**config.mk**
```make
export PLATFORM = sky130hd
export DESIGN_NAME = bap_boot_ack
export DESIGN_NICKNAME = d
export VERILOG_FILES = /design/src/hdl/bap_pkg.sv /design/src/hdl/bap_pw_mem.sv /design/src/hdl/bap_boot_ack.sv
export VERILOG_INCLUDE_DIRS = /design/src /design/src/hdl
export SDC_FILE = /design/constraint.sdc
export NUM_CORES = 1
export LEC_CHECK = 0
export BUFFER_PORTS_ARGS = -buffer_cell sky130_fd_sc_hd__buf_2
export CORE_MARGIN = 8
export CORE_UTILIZATION = 25
export DETAILED_ROUTE_END_ITERATION = 16
export GPL_TIMING_DRIVEN = 0
export PLACE_DENSITY_LB_ADDON = 0.25
export SYNTH_ARGS = -nofsm -noshare
export SYNTH_HDL_FRONTEND = slang
export SYNTH_SLANG_ARGS = --single-unit
```
**constraint.sdc**
```tcl
create_clock -name clk_sys -period 2.7 [get_ports clk_sys]
set_clock_uncertainty 0.15 [all_clocks]
set_input_delay 0.27 -clock clk_sys [delete_from_list [all_inputs] [get_ports clk_sys]]
set_output_delay 0.27 -clock clk_sys [all_outputs]
set_load 0.1 [all_outputs]
```
**src/hdl/bap_params.svh**
```systemverilog
`ifndef BAP_PARAMS_SVH
`define BAP_PARAMS_SVH

// Mode determination answers
`define BAP_ACK_UART 8'h86
`define BAP_ACK_SIO 8'h30

// Operation commands
`define BAP_CMD_RAM 8'h10
`define BAP_CMD_ERASE 8'h40

// Low nibble of command and checksum answers
`define BAP_NIB_OK 4'h0
`define BAP_NIB_BAD 4'h1
`define BAP_NIB_RXERR 4'h8

// Full answers on password area error
`define BAP_ACK_RAM_AREA 8'h11
`define BAP_ACK_ERASE_AREA 8'h41

// Erase progress answers
`define BAP_ACK_ERASE_GO 8'h54
`define BAP_ACK_ERASE_DONE 8'h4f
`define BAP_ACK_ERASE_FAIL 8'h4c

// Erased flash byte, no password needed
`define BAP_ERASED 8'hff

// Password area in flash, 16 bytes from the base
`define BAP_AREA_BASE 32'h3f81_fff0
`define BAP_AREA_HI_LSB 4
`define BAP_REQ_IDX 4'h0
`define BAP_PW_FIRST_IDX 4'h4
`define BAP_PW_LAST_IDX 4'hf

// Frame byte numbers
`define BAP_BYTE_PW_FIRST 5'd5
`define BAP_BYTE_PW_LAST 5'd16
`define BAP_BYTE_CK 5'd17

`endif

```
**src/hdl/bap_pkg.sv**
```systemverilog
package bap_pkg;

   typedef enum logic [2:0] {
      ST_SCAN,
      ST_MODE,
      ST_TX,
      ST_CMD,
      ST_DATA,
      ST_ERASE,
      ST_DONE,
      ST_ABORT
   } bap_state_type;

endpackage

```
**src/hdl/bap_pw_mem.sv**
```systemverilog
`timescale 1ns/100ps

module bap_pw_mem (
   // Clock
   input wire logic clk_sys,
   // Write port
   input wire logic wr_en,
   input wire logic [3:0] wr_idx,
   input wire logic [7:0] wr_data,
   // Read port
   input wire logic [3:0] rd_idx,
   output logic [7:0] rd_data
);

   logic [7:0] mem [0:15];

   always_ff @(posedge clk_sys) begin
      if (wr_en) begin
         mem[wr_idx] <= wr_data;
      end
   end

   always_ff @(posedge clk_sys) begin
      rd_data <= mem[rd_idx];
   end

endmodule

```
**src/hdl/bap_boot_ack.sv**
```systemverilog
// How it works
// Command and checksum answers carry the command byte's upper nibble.
// Answer bit 3 marks receive error, bit 0 command, checksum or password error.
// Answer bits 1 and 2 are always zero.
// In clocked serial mode receive errors are ignored.
// Mode answer is 0x86 for UART, 0x30 for clocked serial.
// UART with unusable baud rate aborts without any answer.
// Command echoed 0x10 or 0x40; undefined gives nibble 1, receive error nibble 8.
// Checksum answer nibble 0 correct, 1 checksum or password error, 8 receive error.
// Erase sends 0x54 on acceptance, 0x4F on completion, 0x4C on failure.
// Controller waits for flash ready, 200 us, then rechecks erase status; the code sends the erase answer on erase_done with no 200 us wait.
// Requirement byte at area base; 0xFF means no password needed.
// Stored password is the twelve bytes at offsets 4 to 15.
// RAM transfer always verifies the password.
// Erase verifies the password only when one is required.
// RAM transfer: identical non-0xFF password bytes give answer 0x11.
// Bytes 5 to 16 compared with stored password; mismatch fails checksum answer.
// Erase with password required and identical bytes gives answer 0x41.
// Verification runs regardless of security protection.
// Checksum is two's complement of the modulo 256 byte sum.
// Controller computes its checksum the same way.
// Controller opens with 0x86 for UART or 0x30 for clocked serial.
`timescale 1ns/100ps
`include "bap_params.svh"

module bap_boot_ack (
   // Clock and reset
   input wire logic clk_sys,
   input wire logic rst,
   // Mode determination result
   input wire logic mode_det_valid,
   input wire logic mode_det_uart,
   input wire logic mode_baud_ok,
   // Received bytes
   input wire logic rx_valid,
   input wire logic [7:0] rx_data,
   input wire logic rx_err,
   // Answer bytes
   output logic tx_valid,
   output logic [7:0] tx_data,
   input wire logic tx_ready,
   // Password area load
   input wire logic nvm_wr_en,
   input wire logic [31:0] nvm_wr_addr,
   input wire logic [7:0] nvm_wr_data,
   // Erase engine
   output logic erase_start,
   input wire logic erase_done,
   input wire logic erase_fail,
   // Status
   output logic ram_xfer_go,
   output logic io_mode,
   output logic aborted
);

   bap_pkg::bap_state_type st_q;
   bap_pkg::bap_state_type ret_q;
   logic tx_valid_q;
   logic [7:0] tx_data_q;
   logic pend_q;
   logic cmd_ack_q;
   logic erase_start_q;
   logic ram_xfer_go_q;
   logic io_mode_q;
   logic aborted_q;
   logic [7:0] cmd_q;
   logic [3:0] mem_addr_q;
   logic [3:0] lag_q;
   logic lag_vld_q;
   logic [7:0] req_q;
   logic [7:0] first_q;
   logic same_q;
   logic [4:0] byte_no_q;
   logic [7:0] sum_q;
   logic pw_bad_q;
   logic rxe_q;
   logic [7:0] rd_data;
   logic [4:0] byte_prev;
   logic is_ram;
   logic pw_req;
   logic verify;
   logic area_bad;
   logic rx_bad_now;
   logic [7:0] ck_sum;
   logic [3:0] ck_nib;
   logic ck_byte;
   logic nvm_hit;

   assign nvm_hit = nvm_wr_en && ((nvm_wr_addr >> `BAP_AREA_HI_LSB) == (`BAP_AREA_BASE >> `BAP_AREA_HI_LSB));

   bap_pw_mem u_mem (
      .clk_sys(clk_sys),
      .wr_en(nvm_hit),
      .wr_idx(nvm_wr_addr[3:0]),
      .wr_data(nvm_wr_data),
      .rd_idx(mem_addr_q),
      .rd_data(rd_data)
   );

   assign is_ram = (cmd_q == `BAP_CMD_RAM);
   assign pw_req = (req_q != `BAP_ERASED);
   // Verification never looks at security protection
   assign verify = is_ram || pw_req;
   assign area_bad = is_ram ? (same_q && (first_q != `BAP_ERASED)) : (pw_req && same_q);
   assign rx_bad_now = rx_err && !io_mode_q;
   assign ck_sum = sum_q + rx_data;
   assign ck_byte = (byte_no_q == `BAP_BYTE_CK);
   assign byte_prev = byte_no_q - 5'd1;

   always_comb begin
      if (rxe_q || rx_bad_now) begin
         ck_nib = `BAP_NIB_RXERR;
      end else if (area_bad || (verify && pw_bad_q) || (ck_sum != 8'h00)) begin
         ck_nib = `BAP_NIB_BAD;
      end else begin
         ck_nib = `BAP_NIB_OK;
      end
   end

   // Scan of the password area after reset
   always_ff @(posedge clk_sys) begin
      if (rst) begin
         mem_addr_q <= 4'h0;
         lag_q <= 4'h0;
         lag_vld_q <= 1'b0;
         req_q <= 8'hff;
         first_q <= 8'h00;
         same_q <= 1'b0;
      end else begin
         lag_q <= mem_addr_q;
         lag_vld_q <= (st_q == bap_pkg::ST_SCAN);
         if (st_q == bap_pkg::ST_SCAN) begin
            if (mem_addr_q != `BAP_PW_LAST_IDX) begin
               mem_addr_q <= mem_addr_q + 4'h1;
            end
         end else begin
            mem_addr_q <= byte_prev[3:0];
         end
         if ((st_q == bap_pkg::ST_SCAN) && lag_vld_q) begin
            if (lag_q == `BAP_REQ_IDX) begin
               req_q <= rd_data;
            end
            if (lag_q == `BAP_PW_FIRST_IDX) begin
               first_q <= rd_data;
               same_q <= 1'b1;
            end else if (lag_q > `BAP_PW_FIRST_IDX) begin
               same_q <= same_q && (rd_data == first_q);
            end
         end
      end
   end

   // Frame sequencing and answer transmission
   always_ff @(posedge clk_sys) begin
      if (rst) begin
         st_q <= bap_pkg::ST_SCAN;
         ret_q <= bap_pkg::ST_CMD;
         tx_valid_q <= 1'b0;
         tx_data_q <= 8'h00;
         pend_q <= 1'b0;
         cmd_ack_q <= 1'b0;
         erase_start_q <= 1'b0;
         ram_xfer_go_q <= 1'b0;
         io_mode_q <= 1'b0;
         aborted_q <= 1'b0;
         cmd_q <= 8'h00;
      end else begin
         erase_start_q <= 1'b0;
         ram_xfer_go_q <= 1'b0;
         unique case (st_q)
            bap_pkg::ST_SCAN: begin
               if (lag_vld_q && (lag_q == `BAP_PW_LAST_IDX)) begin
                  st_q <= bap_pkg::ST_MODE;
               end
            end
            bap_pkg::ST_MODE: begin
               if (mode_det_valid) begin
                  if (mode_det_uart && !mode_baud_ok) begin
                     st_q <= bap_pkg::ST_ABORT;
                     aborted_q <= 1'b1;
                  end else begin
                     io_mode_q <= !mode_det_uart;
                     tx_valid_q <= 1'b1;
                     tx_data_q <= mode_det_uart ? `BAP_ACK_UART : `BAP_ACK_SIO;
                     cmd_ack_q <= 1'b0;
                     ret_q <= bap_pkg::ST_CMD;
                     st_q <= bap_pkg::ST_TX;
                  end
               end
            end
            bap_pkg::ST_TX: begin
               if (tx_ready) begin
                  if (pend_q) begin
                     pend_q <= 1'b0;
                     tx_data_q <= `BAP_ACK_ERASE_GO;
                     cmd_ack_q <= 1'b0;
                     erase_start_q <= 1'b1;
                  end else begin
                     tx_valid_q <= 1'b0;
                     st_q <= ret_q;
                  end
               end
            end
            bap_pkg::ST_CMD: begin
               if (rx_valid) begin
                  cmd_q <= rx_data;
                  tx_valid_q <= 1'b1;
                  cmd_ack_q <= 1'b1;
                  st_q <= bap_pkg::ST_TX;
                  ret_q <= bap_pkg::ST_CMD;
                  if (rx_bad_now) begin
                     tx_data_q <= {rx_data[7:4], `BAP_NIB_RXERR};
                  end else if ((rx_data == `BAP_CMD_RAM) || (rx_data == `BAP_CMD_ERASE)) begin
                     tx_data_q <= rx_data;
                     ret_q <= bap_pkg::ST_DATA;
                  end else begin
                     tx_data_q <= {rx_data[7:4], `BAP_NIB_BAD};
                  end
               end
            end
            bap_pkg::ST_DATA: begin
               if (rx_valid && ck_byte) begin
                  tx_valid_q <= 1'b1;
                  tx_data_q <= {cmd_q[7:4], ck_nib};
                  cmd_ack_q <= 1'b1;
                  st_q <= bap_pkg::ST_TX;
                  if (ck_nib != `BAP_NIB_OK) begin
                     ret_q <= bap_pkg::ST_CMD;
                  end else if (is_ram) begin
                     ret_q <= bap_pkg::ST_DONE;
                     ram_xfer_go_q <= 1'b1;
                  end else begin
                     ret_q <= bap_pkg::ST_ERASE;
                     pend_q <= 1'b1;
                  end
               end
            end
            bap_pkg::ST_ERASE: begin
               if (erase_done) begin
                  tx_valid_q <= 1'b1;
                  tx_data_q <= erase_fail ? `BAP_ACK_ERASE_FAIL : `BAP_ACK_ERASE_DONE;
                  cmd_ack_q <= 1'b0;
                  ret_q <= bap_pkg::ST_DONE;
                  st_q <= bap_pkg::ST_TX;
               end
            end
            bap_pkg::ST_DONE: begin
               st_q <= bap_pkg::ST_DONE;
            end
            bap_pkg::ST_ABORT: begin
               st_q <= bap_pkg::ST_ABORT;
            end
         endcase
      end
   end

   // Password compare, checksum sum and receive error tracking
   always_ff @(posedge clk_sys) begin
      if (rst) begin
         byte_no_q <= `BAP_BYTE_PW_FIRST;
         sum_q <= 8'h00;
         pw_bad_q <= 1'b0;
         rxe_q <= 1'b0;
      end else if (st_q == bap_pkg::ST_CMD) begin
         byte_no_q <= `BAP_BYTE_PW_FIRST;
         sum_q <= 8'h00;
         pw_bad_q <= 1'b0;
         rxe_q <= 1'b0;
      end else if ((st_q == bap_pkg::ST_DATA) && rx_valid && !ck_byte) begin
         byte_no_q <= byte_no_q + 5'd1;
         sum_q <= ck_sum;
         if (rx_bad_now) begin
            rxe_q <= 1'b1;
         end
         if ((byte_no_q >= `BAP_BYTE_PW_FIRST) && (byte_no_q <= `BAP_BYTE_PW_LAST) && (rx_data != rd_data)) begin
            pw_bad_q <= 1'b1;
         end
      end
   end

   assign tx_valid = tx_valid_q;
   assign tx_data = tx_data_q;
   assign erase_start = erase_start_q;
   assign ram_xfer_go = ram_xfer_go_q;
   assign io_mode = io_mode_q;
   assign aborted = aborted_q;

   property p_hi_nibble;
      @(posedge clk_sys) disable iff (rst)
      (tx_valid_q && cmd_ack_q) |-> (tx_data_q[7:4] == cmd_q[7:4]);
   endproperty
   a_hi_nibble: assert property (p_hi_nibble)
      else $error("answer upper nibble differs from command");

   property p_zero_bits;
      @(posedge clk_sys) disable iff (rst)
      (tx_valid_q && cmd_ack_q) |-> (tx_data_q[2:1] == 2'b00);
   endproperty
   a_zero_bits: assert property (p_zero_bits)
      else $error("answer bits 2:1 not zero");

   property p_sio_no_rxerr;
      @(posedge clk_sys) disable iff (rst)
      (tx_valid_q && cmd_ack_q && io_mode_q) |-> !tx_data_q[3];
   endproperty
   a_sio_no_rxerr: assert property (p_sio_no_rxerr)
      else $error("receive error flagged in clocked serial mode");

   property p_mode_ack;
      @(posedge clk_sys) disable iff (rst)
      ((st_q == bap_pkg::ST_MODE) && mode_det_valid && !(mode_det_uart && !mode_baud_ok))
      |=> (tx_valid_q && (tx_data_q == ($past(mode_det_uart) ? `BAP_ACK_UART : `BAP_ACK_SIO)));
   endproperty
   a_mode_ack: assert property (p_mode_ack)
      else $error("wrong mode answer");

   property p_abort_silent;
      @(posedge clk_sys) disable iff (rst)
      ((st_q == bap_pkg::ST_MODE) && mode_det_valid && mode_det_uart && !mode_baud_ok) |=> (!tx_valid_q)[*8];
   endproperty
   a_abort_silent: assert property (p_abort_silent)
      else $error("answer sent after baud rate failure");

   property p_ram_echo;
      @(posedge clk_sys) disable iff (rst)
      ((st_q == bap_pkg::ST_CMD) && rx_valid && !rx_bad_now && (rx_data == `BAP_CMD_RAM))
      |=> (tx_valid_q && (tx_data_q == `BAP_CMD_RAM) && (st_q == bap_pkg::ST_TX));
   endproperty
   a_ram_echo: assert property (p_ram_echo)
      else $error("RAM transfer command not echoed");

   property p_rxerr_nib;
      @(posedge clk_sys) disable iff (rst)
      ((st_q == bap_pkg::ST_DATA) && rx_valid && ck_byte && rxe_q) |=> (tx_data_q[3:0] == `BAP_NIB_RXERR);
   endproperty
   a_rxerr_nib: assert property (p_rxerr_nib)
      else $error("receive error not reported in checksum answer");

   property p_sum_bad;
      @(posedge clk_sys) disable iff (rst)
      ((st_q == bap_pkg::ST_DATA) && rx_valid && ck_byte && (ck_sum != 8'h00)) |=> (tx_data_q[3:0] != `BAP_NIB_OK);
   endproperty
   a_sum_bad: assert property (p_sum_bad)
      else $error("bad checksum answered as correct");

   property p_pw_bad;
      @(posedge clk_sys) disable iff (rst)
      ((st_q == bap_pkg::ST_DATA) && rx_valid && ck_byte && verify && pw_bad_q) |=> (tx_data_q[3:0] != `BAP_NIB_OK);
   endproperty
   a_pw_bad: assert property (p_pw_bad)
      else $error("password mismatch answered as correct");

   property p_ram_area;
      @(posedge clk_sys) disable iff (rst)
      ((st_q == bap_pkg::ST_DATA) && rx_valid && ck_byte && is_ram && area_bad && !rxe_q && !rx_bad_now)
      |=> (tx_data_q == `BAP_ACK_RAM_AREA);
   endproperty
   a_ram_area: assert property (p_ram_area)
      else $error("password area error not answered 0x11");

   property p_erase_area;
      @(posedge clk_sys) disable iff (rst)
      ((st_q == bap_pkg::ST_DATA) && rx_valid && ck_byte && !is_ram && pw_req && same_q && !rxe_q && !rx_bad_now)
      |=> (tx_data_q == `BAP_ACK_ERASE_AREA);
   endproperty
   a_erase_area: assert property (p_erase_area)
      else $error("erase password area error not answered 0x41");

   property p_erase_done;
      @(posedge clk_sys) disable iff (rst)
      ((st_q == bap_pkg::ST_ERASE) && erase_done)
      |=> (tx_valid_q && (tx_data_q == ($past(erase_fail) ? `BAP_ACK_ERASE_FAIL : `BAP_ACK_ERASE_DONE)));
   endproperty
   a_erase_done: assert property (p_erase_done)
      else $error("wrong erase result answer");

endmodule

```
* Word level (Yosys, flattened, before mapping) *
Memories as Yosys holds them, arrays and structs flattened. A register that Yosys moved wholly into a read port is not among the register bits.
Index checks and enable logic that the tools add are counted.

storage, ports and cells
  memories = 1
  memory bits (writable) = 128
  bits in registers = 69
  word-level logic and storage cells = 166
  latch bits = 0
  bits in read-only memories = 0
  output and inout port bits = 13

operators by class
  multiply operators = 0
  bitwise gates (word level) = 5
  multiplexer cells = 55
  add/subtract/negate cells = 4
  reduce and logical (&&, ||, !) cells = 47
  shift operators = 0
  equality and inequality tests = 31
  order comparisons = 3
  div/mod/pow operators = 0

memory list
  name       words  bits a word  rd ports  clocked after Yosys merged registers in  wr ports  line              text
  u_mem.mem  16     8            1         1                                        1         bap_pw_mem.sv:15  logic [7:0] mem [0:15];

operators with widths
  operator                                                                 count
  8-bit 2-to-1 mux                                                         8
  3-bit 2-to-1 mux                                                         16
  8-bit case mux with 5 select lines                                       1
  28-bit by 26-bit equality test with 1-bit output, second input constant  1
  3-bit case mux with 8 select lines                                       1
  4-bit 2-to-1 mux                                                         5
  2-bit != test, second input constant                                     10
  1-bit 2-to-1 mux                                                         19
  8-bit by 5-bit equality test with 1-bit output, second input constant    2
  8-bit != test, second input constant                                     2
  8-bit AND reduction                                                      2
  1-bit logical AND                                                        14
  3-bit equality test, second input constant                               4
  3-bit case mux with 4 select lines                                       1
  2-bit AND reduction                                                      6
  8-bit adder                                                              1
  8-bit by 7-bit equality test with 1-bit output, second input constant    1
  8-bit equality test                                                      1
  8-bit != test                                                            1
  4-bit nonzero test                                                       2
  8-bit nonzero test                                                       1
  7-bit AND reduction                                                      1
  3-bit by 2-bit equality test with 1-bit output, second input constant    2
  3-bit AND reduction                                                      2
  other kinds (27)                                                         41

* Longest topological paths before layout *
Gate-level depths: netlist of run 1.

  word-level depth = 11
  gate-level depth with buffers = 9
  depth with buffers taken out = 8

* By module *
Synthesis of run 1 repeated with hierarchy kept, for this count alone.

unflattened totals
  cells, all modules = 676
  area total of the unflattened synthesis = 9,016.1 um^2

by module, submodules not included
  module        cells an instance  times used  area an instance (um^2)
  bap_pw_mem    229                1           5,147.4
  bap_boot_ack  447                1           3,868.7

* Worst setup path after synthesis of run 1 *
Ideal clock, no wire load.

  path type = reg-to-reg
  start point = register sum_q[0]
  end point = register ret_q[1]
  stages on the path, launching flop included = 9
  clock period less this slack = 2.307 ns
  data required time = 2.411 ns
  arrival time = 2.019 ns
  path slack = 0.393 ns
  path through = dfxtp_1 -> ha_1 -> fa_1 -> a211oi_1 -> nor2_1 -> xor2_1 -> nor4_1 -> and3_1 -> a22oi_1

on the way
  longest elaborated chain between the ends = 9

ends and longest elaborated chain
  what                                line                 text
  from (decl)                         bap_boot_ack.sv:74   logic [7:0] sum_q;
  from (signal assigned)              bap_boot_ack.sv:271  sum_q <= ck_sum;
  8-bit adder                         bap_boot_ack.sv:106  assign ck_sum = sum_q + rx_data;
  8-bit nonzero test                  bap_boot_ack.sv:113  end else if (area_bad || (verify && pw_bad_q) || (ck_sum != 8'h00)) begin
  1-bit logical OR                    bap_boot_ack.sv:113
  1-bit 2-to-1 mux                    bap_boot_ack.sv:113
  4-bit 2-to-1 mux                    bap_boot_ack.sv:111  if (rxe_q || rx_bad_now) begin
  4-bit nonzero test (no line)        n/a
  3-bit 2-to-1 mux                    bap_boot_ack.sv:227  if (ck_nib != `BAP_NIB_OK) begin
  3-bit 2-to-1 mux                    bap_boot_ack.sv:222  if (rx_valid && ck_byte) begin
  3-bit case mux with 4 select lines  bap_boot_ack.sv:170  unique case (st_q)
  to (signal assigned)                bap_boot_ack.sv:228  ret_q <= bap_pkg::ST_CMD;
  to (signal assigned)                bap_boot_ack.sv:230  ret_q <= bap_pkg::ST_DONE;
  to (signal assigned)                bap_boot_ack.sv:233  ret_q <= bap_pkg::ST_ERASE;
  to (decl)                           bap_boot_ack.sv:57   bap_pkg::bap_state_type ret_q;

No other way between the ends. The select of a mux whose other input is x is not followed.
A chain may end at the register's enable or synchronous reset.

* Worst setup path after layout of run 1 *
  start point = register byte_no_q[0]
  end point = register tx_data_q[0] (netlist: tx_data[0])

on the way
  longest elaborated chain between the ends = 4

ends and longest elaborated chain
  what                           line                 text
  from (decl)                    bap_boot_ack.sv:73   logic [4:0] byte_no_q;
  from (signal assigned)         bap_boot_ack.sv:260  byte_no_q <= `BAP_BYTE_PW_FIRST;
  from (signal assigned)         bap_boot_ack.sv:265  byte_no_q <= `BAP_BYTE_PW_FIRST;
  from (signal assigned)         bap_boot_ack.sv:270  byte_no_q <= byte_no_q + 5'd1;
  5-bit equality test (no line)  n/a
  1-bit logical AND              bap_boot_ack.sv:222
  2-bit != test (no line)        n/a
  8-bit AND reduction (no line)  n/a
  to (signal assigned)           bap_boot_ack.sv:217  tx_data_q <= {rx_data[7:4], `BAP_NIB_BAD};
  to (signal assigned)           bap_boot_ack.sv:224  tx_data_q <= {cmd_q[7:4], ck_nib};
  to (signal assigned)           bap_boot_ack.sv:241  tx_data_q <= erase_fail ? `BAP_ACK_ERASE_FAIL : `BAP_ACK_ERASE_DONE;
  to (decl)                      bap_boot_ack.sv:59   logic [7:0] tx_data_q;

No other way between the ends.

==> results of run 1 <==
cells in the final DEF (no fill, tap or decap), drive strengths merged, types with 12 or more instances in the layout:
cell type,netlist,routed
a211oi,13,13
nand3,14,14
a21oi,45,45
inv,14,16
buf,13,83
dfxtp,77,77
edfxtp,128,128
nor2,61,61
nand4,12,12
xnor2,13,13
clkbuf,16,52
mux2i,18,18
o21ai,12,12
mux4,40,40
nand2,69,69
nor3,16,16
xor2,16,16
repair_timing:
item                       in CTS  in global routing
gates resized for setup         1                  7
hold buffers                   11                  0
setup endpoints to repair       8                  8
hold endpoints to repair       13                  0
metrics by stage:
stage               utilization (%)  std cells  TNS, ps  setup slack [ps]  hold WS, ps
finish                         30.3       1263        0               214         10.7
global route                   30.3       1263        0              42.5         1.35
CTS                            30.3       1263        0             0.121        0.444
detailed placement             27.9       1210    -5760              -348          297
global placement               27.9       1210    -8910              -352          292
floorplan                         -        679        0               393          219
power breakdown:
part	switching, mW	internal, mW
registers	0.231	3.57
clock network	1.27	1.75
logic	1.42	1.06
total	2.93	6.38
worst max-delay path, cell delays in order, from the launching register on:
cell and delay [ps]:
dfxtp_1 510, ha_1 300, nand4bb_4 160, o311ai_2 330
nand2_1 160, a31o_2 300, buf_6 160, a21oi_1 150
a221oi_1 90
kinds of logic after synthesis:
logic type / share of synthesized area [%]
AND/OR/NAND/NOR: 12.9
flip-flops: 60.4
multiplexers: 12.3
AO/OA/AOI/OAI: 7.71
buffers and inverters: 2.06
XOR/XNOR: 2.85
adder cells (fa/ha/maj): 1.77
layer usage:
layer,vias up,wire (µm)
met3,36,1010
met2,149,10600
met1,2862,10400
li1,2793,-
met4,0,489
met5,-,0
sequential cells by signal, summed over array words and instances, names as in the netlist:
register and flops:
u_mem.mem 128, cmd_q 8, first_q 8, req_q 8
sum_q 8, tx_data 8, u_mem.rd_data 8, byte_no_q 5
lag_q 4, mem_addr_q 4, ret_q 3, st_q 3
aborted 1, erase_start 1, io_mode 1, lag_vld_q 1
pend_q 1, pw_bad_q 1, ram_xfer_go 1, rxe_q 1
same_q 1, tx_valid 1
how the worst max path moves through the flow:
stage,startpoint,endpoint,cells past startpoint
4_1_cts,sum_q[0],ram_xfer_go,8
3_3_place_gp,nvm_wr_addr[7],u_mem.mem[0][6],6
6_report,byte_no_q[0],tx_data[0],8
5_1_grt,sum_q[0],ram_xfer_go,8
3_5_place_dp,nvm_wr_addr[17],u_mem.mem[0][6],6
2_1_floorplan,sum_q[0],ret_q[1],8
area by class of cell:
cell class,count,share of cell area (%)
sequential,205,50.3
multi-input combinational,431,31.4
clock buffer,36,6.39
tap,461,5.39
timing repair buffer,81,4.30
buffer,29,1.26
inverter,14,0.491
clock inverter,6,0.456
==> impl_metrics.json, run 1 <==
{
  "yosysSeqAreaShare_pct": 60.4,
  "setup_viol": 0,
  "root_buffer": "clkbuf_16",
  "crit_required_ps": 2910,
  "cp.arrival_ps": 2690,
  "slew_headroom_pct": 8.84,
  "synth.distinct_cells": 72,
  "syn-num-nets": 750,
  "async_reset_ff_share_pct": 0,
  "reg2regPathDepth": 8,
  "finalHoldViolCount": 0,
  "syn_to_final_growth_pct": 20.1,
  "synth_top_area_share_pct": 43.1,
  "n_fill_cell": 3592,
  "hold_end": "u_mem.mem[14][4]",
  "synth_top_area_cell": "edfxtp_1",
  "dieArea_um2": 42000,
  "cts_buffer_depth": 3,
  "route.detailed.drc": 0,
  "initial_core_util_pct": 25.2,
  "ant_nets": 0,
  "rr_startpoint": "byte_no_q[0]",
  "use_met2_pct": 17.5,
  "synth.avg_cell_area_um2": 13.1,
  "grt_pass1_wl_um": 34900,
  "status": "completed",
  "die_y_um": 205,
  "vias": 5840,
  "design_area_um2": 10700,
  "place_congestion": 0.788,
  "first_global_vias": 6042,
  "busiest_layer": "met2",
  "drt_first_pass_iters": 5,
  "ys_warn_count": 0,
  "routed_wl_um": 22500,
  "ff_latch_area_um2": 5390,
  "multi_input_area_um2": 3360,
  "maxSlewViolCount": 0,
  "coreArea_um2": 35300,
  "cts_tree": "done",
  "port_buffers": 70,
  "met1_usage_pct": 14.0,
  "worst_setup_path_end_kind": "register",
  "grt.overflow.total": 0,
  "placed_area_um2": 9850,
  "n_antenna_cell": 0,
  "routedWlPerCell_um": 17.8,
  "ys_top_cells_by_count": "edfxtp_1, dfxtp_1, nand2_1, nor2_1, a21oi_1",
  "peakVddDrop_mv": 0.460,
  "cts_made_buffers": 23,
  "cts_setup_buffers": 0,
  "die_x_um": 205,
  "max_freq_mhz": 402,
  "yosys_most_used_dff": "edfxtp_1",
  "path_class": "reg -> reg",
  "worstMarginPinSlew_ps": 1360,
  "cp_max_fo": 10,
  "worstHoldPathCells": 1,
  "min_from": "nvm_wr_data[4]",
  "ioPinCount": 72,
  "synth_edf_count": 128,
  "synth.most_common_cell": "edfxtp_1",
  "grt_max_degree": 17,
  "max-cap-violations": 0,
  "nNetsFinal": 856,
  "p_leak_nw": 3.62,
  "p_per_area_nw_per_um2": 869,
  "drive_gt1_share_pct": 22.2,
  "synthCells": 679,
  "cts.sinks": 205,
  "regToRegSetupSlack_ps": 210,
  "htreeDepth": 1,
  "via_per_inst": 4.62,
  "insertion_delay_ps": 520,
  "fin_crit_sh_pct": 92.1,
  "ys_top_cells_by_area": "edfxtp_1, dfxtp_1, mux4_2",
  "ys_ff_latch": 205,
  "antenna_found_initial": 0,
  "netlist_area_um2": 8910,
  "rsz0062_at_grt": "no",
  "met3_usage_pct": 2.06,
  "num_rows": 69,
  "min_period_ps": 2490,
  "grt_usage_pct": 10.6,
  "clk_pin_slew_ps": 60,
  "min_path_type": "in -> reg",
  "drt_iter0_markers": 315,
  "crit_path_start_kind": "register",
  "power_mw": 9.30,
  "hpwl_um": 15800,
  "rr_endpoint": "tx_data[0]"
}
Power figures use the tool's default switching activity.
==> run 2, diff against run 1 <==
--- a/config.mk
+++ b/config.mk
@@ -6,6 +6,7 @@
 export SDC_FILE = /design/constraint.sdc
 export NUM_CORES = 1
 export LEC_CHECK = 0
+export ABC_AREA = 1
 export BUFFER_PORTS_ARGS = -buffer_cell sky130_fd_sc_hd__buf_2
 export CORE_MARGIN = 8
 export CORE_UTILIZATION = 25
==> run 2 against run 1 <==
Worst hold slack better by 15 ps. Flip-flop and latch count unchanged. Setup slack worse by 39 ps. Utilization shrank 0.095 points. Clock power is 6% lower. Non-clock buffer count grew 11. Area after synthesis rose by 0.31%. Critical endpoint is now pend_q. Largest power group unchanged.
==> impl_metrics.json, run 2 <==
{
  "status": "completed",
  "grt_usage_pct": 11.6,
  "netlist_area_um2": 8940,
  "cts.sinks": 205,
  "syn_to_final_growth_pct": 19.6,
  "place_congestion": 0.785,
  "cts_setup_buffers": 0,
  "p_per_area_nw_per_um2": 931,
  "synthCells": 923,
  "coreArea_um2": 35400,
  "worstHoldPathCells": 1,
  "min_from": "nvm_wr_data[2]",
  "drt_first_pass_iters": 5,
  "rr_startpoint": "st_q[0]",
  "cts_buffer_depth": 3,
  "ys_ff_latch": 205,
  "ff_latch_area_um2": 5390,
  "cp_slowest_cell": "dlygate4sd3_1",
  "worstMarginPinSlew_ps": 892,
  "rsz0062_at_grt": "no",
  "ys_top_cells_by_count": "nor2_1, nand2_1, edfxtp_1, o21ai_0, dfxtp_1",
  "async_reset_ff_share_pct": 0,
  "synth_top_area_cell": "edfxtp_1",
  "port_buffers": 70,
  "drive_gt1_share_pct": 13.2,
  "slew_headroom_pct": 40.3,
  "drt_iter0_markers": 346,
  "reg2regPathDepth": 5,
  "ioPinCount": 72,
  "vias": 6915,
  "synth_edf_count": 128,
  "routed_wl_um": 24800,
  "max_stage_delay_ps": 530,
  "whs_ps": 25.6,
  "routedWlPerCell_um": 16.4,
  "crit_path_start_kind": "input port",
  "ys_warn_count": 0,
  "cts_made_buffers": 21,
  "synth.avg_cell_area_um2": 9.69,
  "maxSlewViolCount": 0,
  "path_class": "in -> reg",
  "synth.most_common_cell": "nor2_1",
  "min_period_ps": 2530,
  "top_register": "u_mem.mem",
  "route.detailed.drc": 0,
  "die_x_um": 205,
  "max-cap-violations": 0,
  "finalSetupTns_ps": 0,
  "num_rows": 69,
  "mostFrequentLayoutCells": "nor2_1, nand2_1, edfxtp_1",
  "via_per_inst": 4.59,
  "htreeDepth": 1,
  "hold_end": "u_mem.mem[3][2]",
  "yosysSeqAreaShare_pct": 60.2,
  "dieArea_um2": 42100,
  "p_leak_nw": 3.94,
  "hpwl_um": 17000,
  "yosys_most_used_dff": "edfxtp_1",
  "worst_setup_path_end_kind": "register",
  "nNetsFinal": 1103,
  "syn-num-nets": 994,
  "finalHoldViolCount": 0,
  "initial_core_util_pct": 25.3,
  "synth_top_area_share_pct": 43.0,
  "setup_viol": 0,
  "cp.arrival_ps": 2810,
  "n_fill_cell": 3751,
  "ant_nets": 0,
  "insertion_delay_ps": 500,
  "rr_endpoint": "io_mode",
  "multi_input_area_um2": 3160,
  "max_freq_mhz": 396,
  "clk_pin_slew_ps": 60,
  "n_antenna_cell": 0,
  "antenna_found_initial": 0,
  "crit_required_ps": 2980,
  "peakVddDrop_mv": 0.497,
  "fin_crit_sh_pct": 93.5,
  "grt_max_degree": 17,
  "root_buffer": "clkbuf_16",
  "layout_commonest_cell": "nor2_1",
  "fin_util_pct": 30.2,
  "grt.overflow.total": 0,
  "worstPathCellList": "dlygate4sd3_1, buf_2, ha_1, fa_1, xor2_1, nor3_1, nand3_1, nor2_2, nand3_1, nand2_1, nand2_1, a21oi_1",
  "first_global_vias": 6933,
  "largest_reg_flops": 128,
  "cts_tree": "done",
  "min_path_type": "in -> reg",
  "ys_top_cells_by_area": "edfxtp_1, dfxtp_1, nor2_1",
  "regToRegSetupSlack_ps": 340,
  "grt_pass1_wl_um": 38800,
  "die_y_um": 205,
  "cp_max_fo": 4,
  "synth.distinct_cells": 45
}
run 2: cell count changes after synthesis, sizes merged, moves of 12 or more:
cell | before | now
nand2 | 69 | 142
o22ai | 2 | 19
nor2 | 61 | 163
mux4 | 40 | 0
mux2i | 18 | 0
o221ai | 1 | 14
inv | 14 | 62
o21ai | 12 | 103
xor2 | 16 | 4
nand3 | 14 | 51
run 2: worst max path at each step:
stage,startpoint,endpoint,slack (ps)
6_report,rx_data[0],pend_q,170
5_1_grt,rx_data[0],ret_q[1],6
4_1_cts,rx_data[0],pend_q,130
3_5_place_dp,nvm_wr_addr[17],u_mem.mem[7][1],100
3_3_place_gp,nvm_wr_addr[17],u_mem.mem[4][1],150
2_1_floorplan,sum_q[0],ret_q[1],690
run 2: critical path, delay by kind of cell:
| kind | cells | cell delay, ps |
|---|---|---|
| simple gates | 6 | 860 |
| xor+xnor | 1 | 200 |
| fa+ha+maj | 2 | 670 |
| compound gates | 1 | 120 |
| buf+inv | 2 | 700 |
run 2: cell type report:
| type | instances | area share, % |
|---|---|---|
| flip-flops and latches | 205 | 50.3 |
| multi-input cells | 617 | 29.5 |
| clock buffers | 31 | 5.64 |
| well taps | 461 | 5.39 |
| repair buffers | 86 | 4.77 |
| inverters | 66 | 2.33 |
| plain buffers | 35 | 1.43 |
| clock inverters | 7 | 0.596 |
run 2: through the flow:
step | power [mW] | setup slack [ps] | cell area [µm²] | cells
2_1_floorplan | 6.08 | 688 | 8940 | 923
3_3_place_gp | 7.13 | 146 | 9870 | 1454
3_5_place_dp | 7.14 | 95.4 | 9870 | 1454
4_1_cts | 10.0 | 131 | 10700 | 1508
5_1_grt | 10.6 | 6.47 | 10700 | 1508
6_report | 9.96 | 175 | 10700 | 1508
run 2: routing by layer:
metal / vias up / global-route usage (%) / wire length, µm
met3: 32 / 2.18 / 1370
met2: 180 / 18.5 / 10900
met4: 0 / 3.47 / 581
met5: - / 0 / 0
met1: 3268 / 15.9 / 11900
li1: 3435 / - / -
run 2: repair_timing:
| item | CTS | global route |
|---|---|---|
| hold buffers | 16 | 0 |
| gates resized for setup | 0 | 1 |
| endpoints found under the hold margin | 10 | 0 |
| setup endpoints to repair | 0 | 5 |
run 2: logic make-up (layout without fill, tap and decap cells):
logic type      after synthesis  after routing  share of synthesized area [%]
buf+inv                     101            225                           4.49
fa+ha+maj                    12             12                           1.76
simple gates                387            387                           18.9
xor+xnor                     21             21                           2.06
flops                       205            205                           60.2
compound gates              197            197                           12.5
run 2: where the power goes:
group          switching [mW]  internal, mW
Sequential              0.272          3.61
Combinational            2.25         0.964
Clock                    1.22          1.65
Total                    3.74          6.22
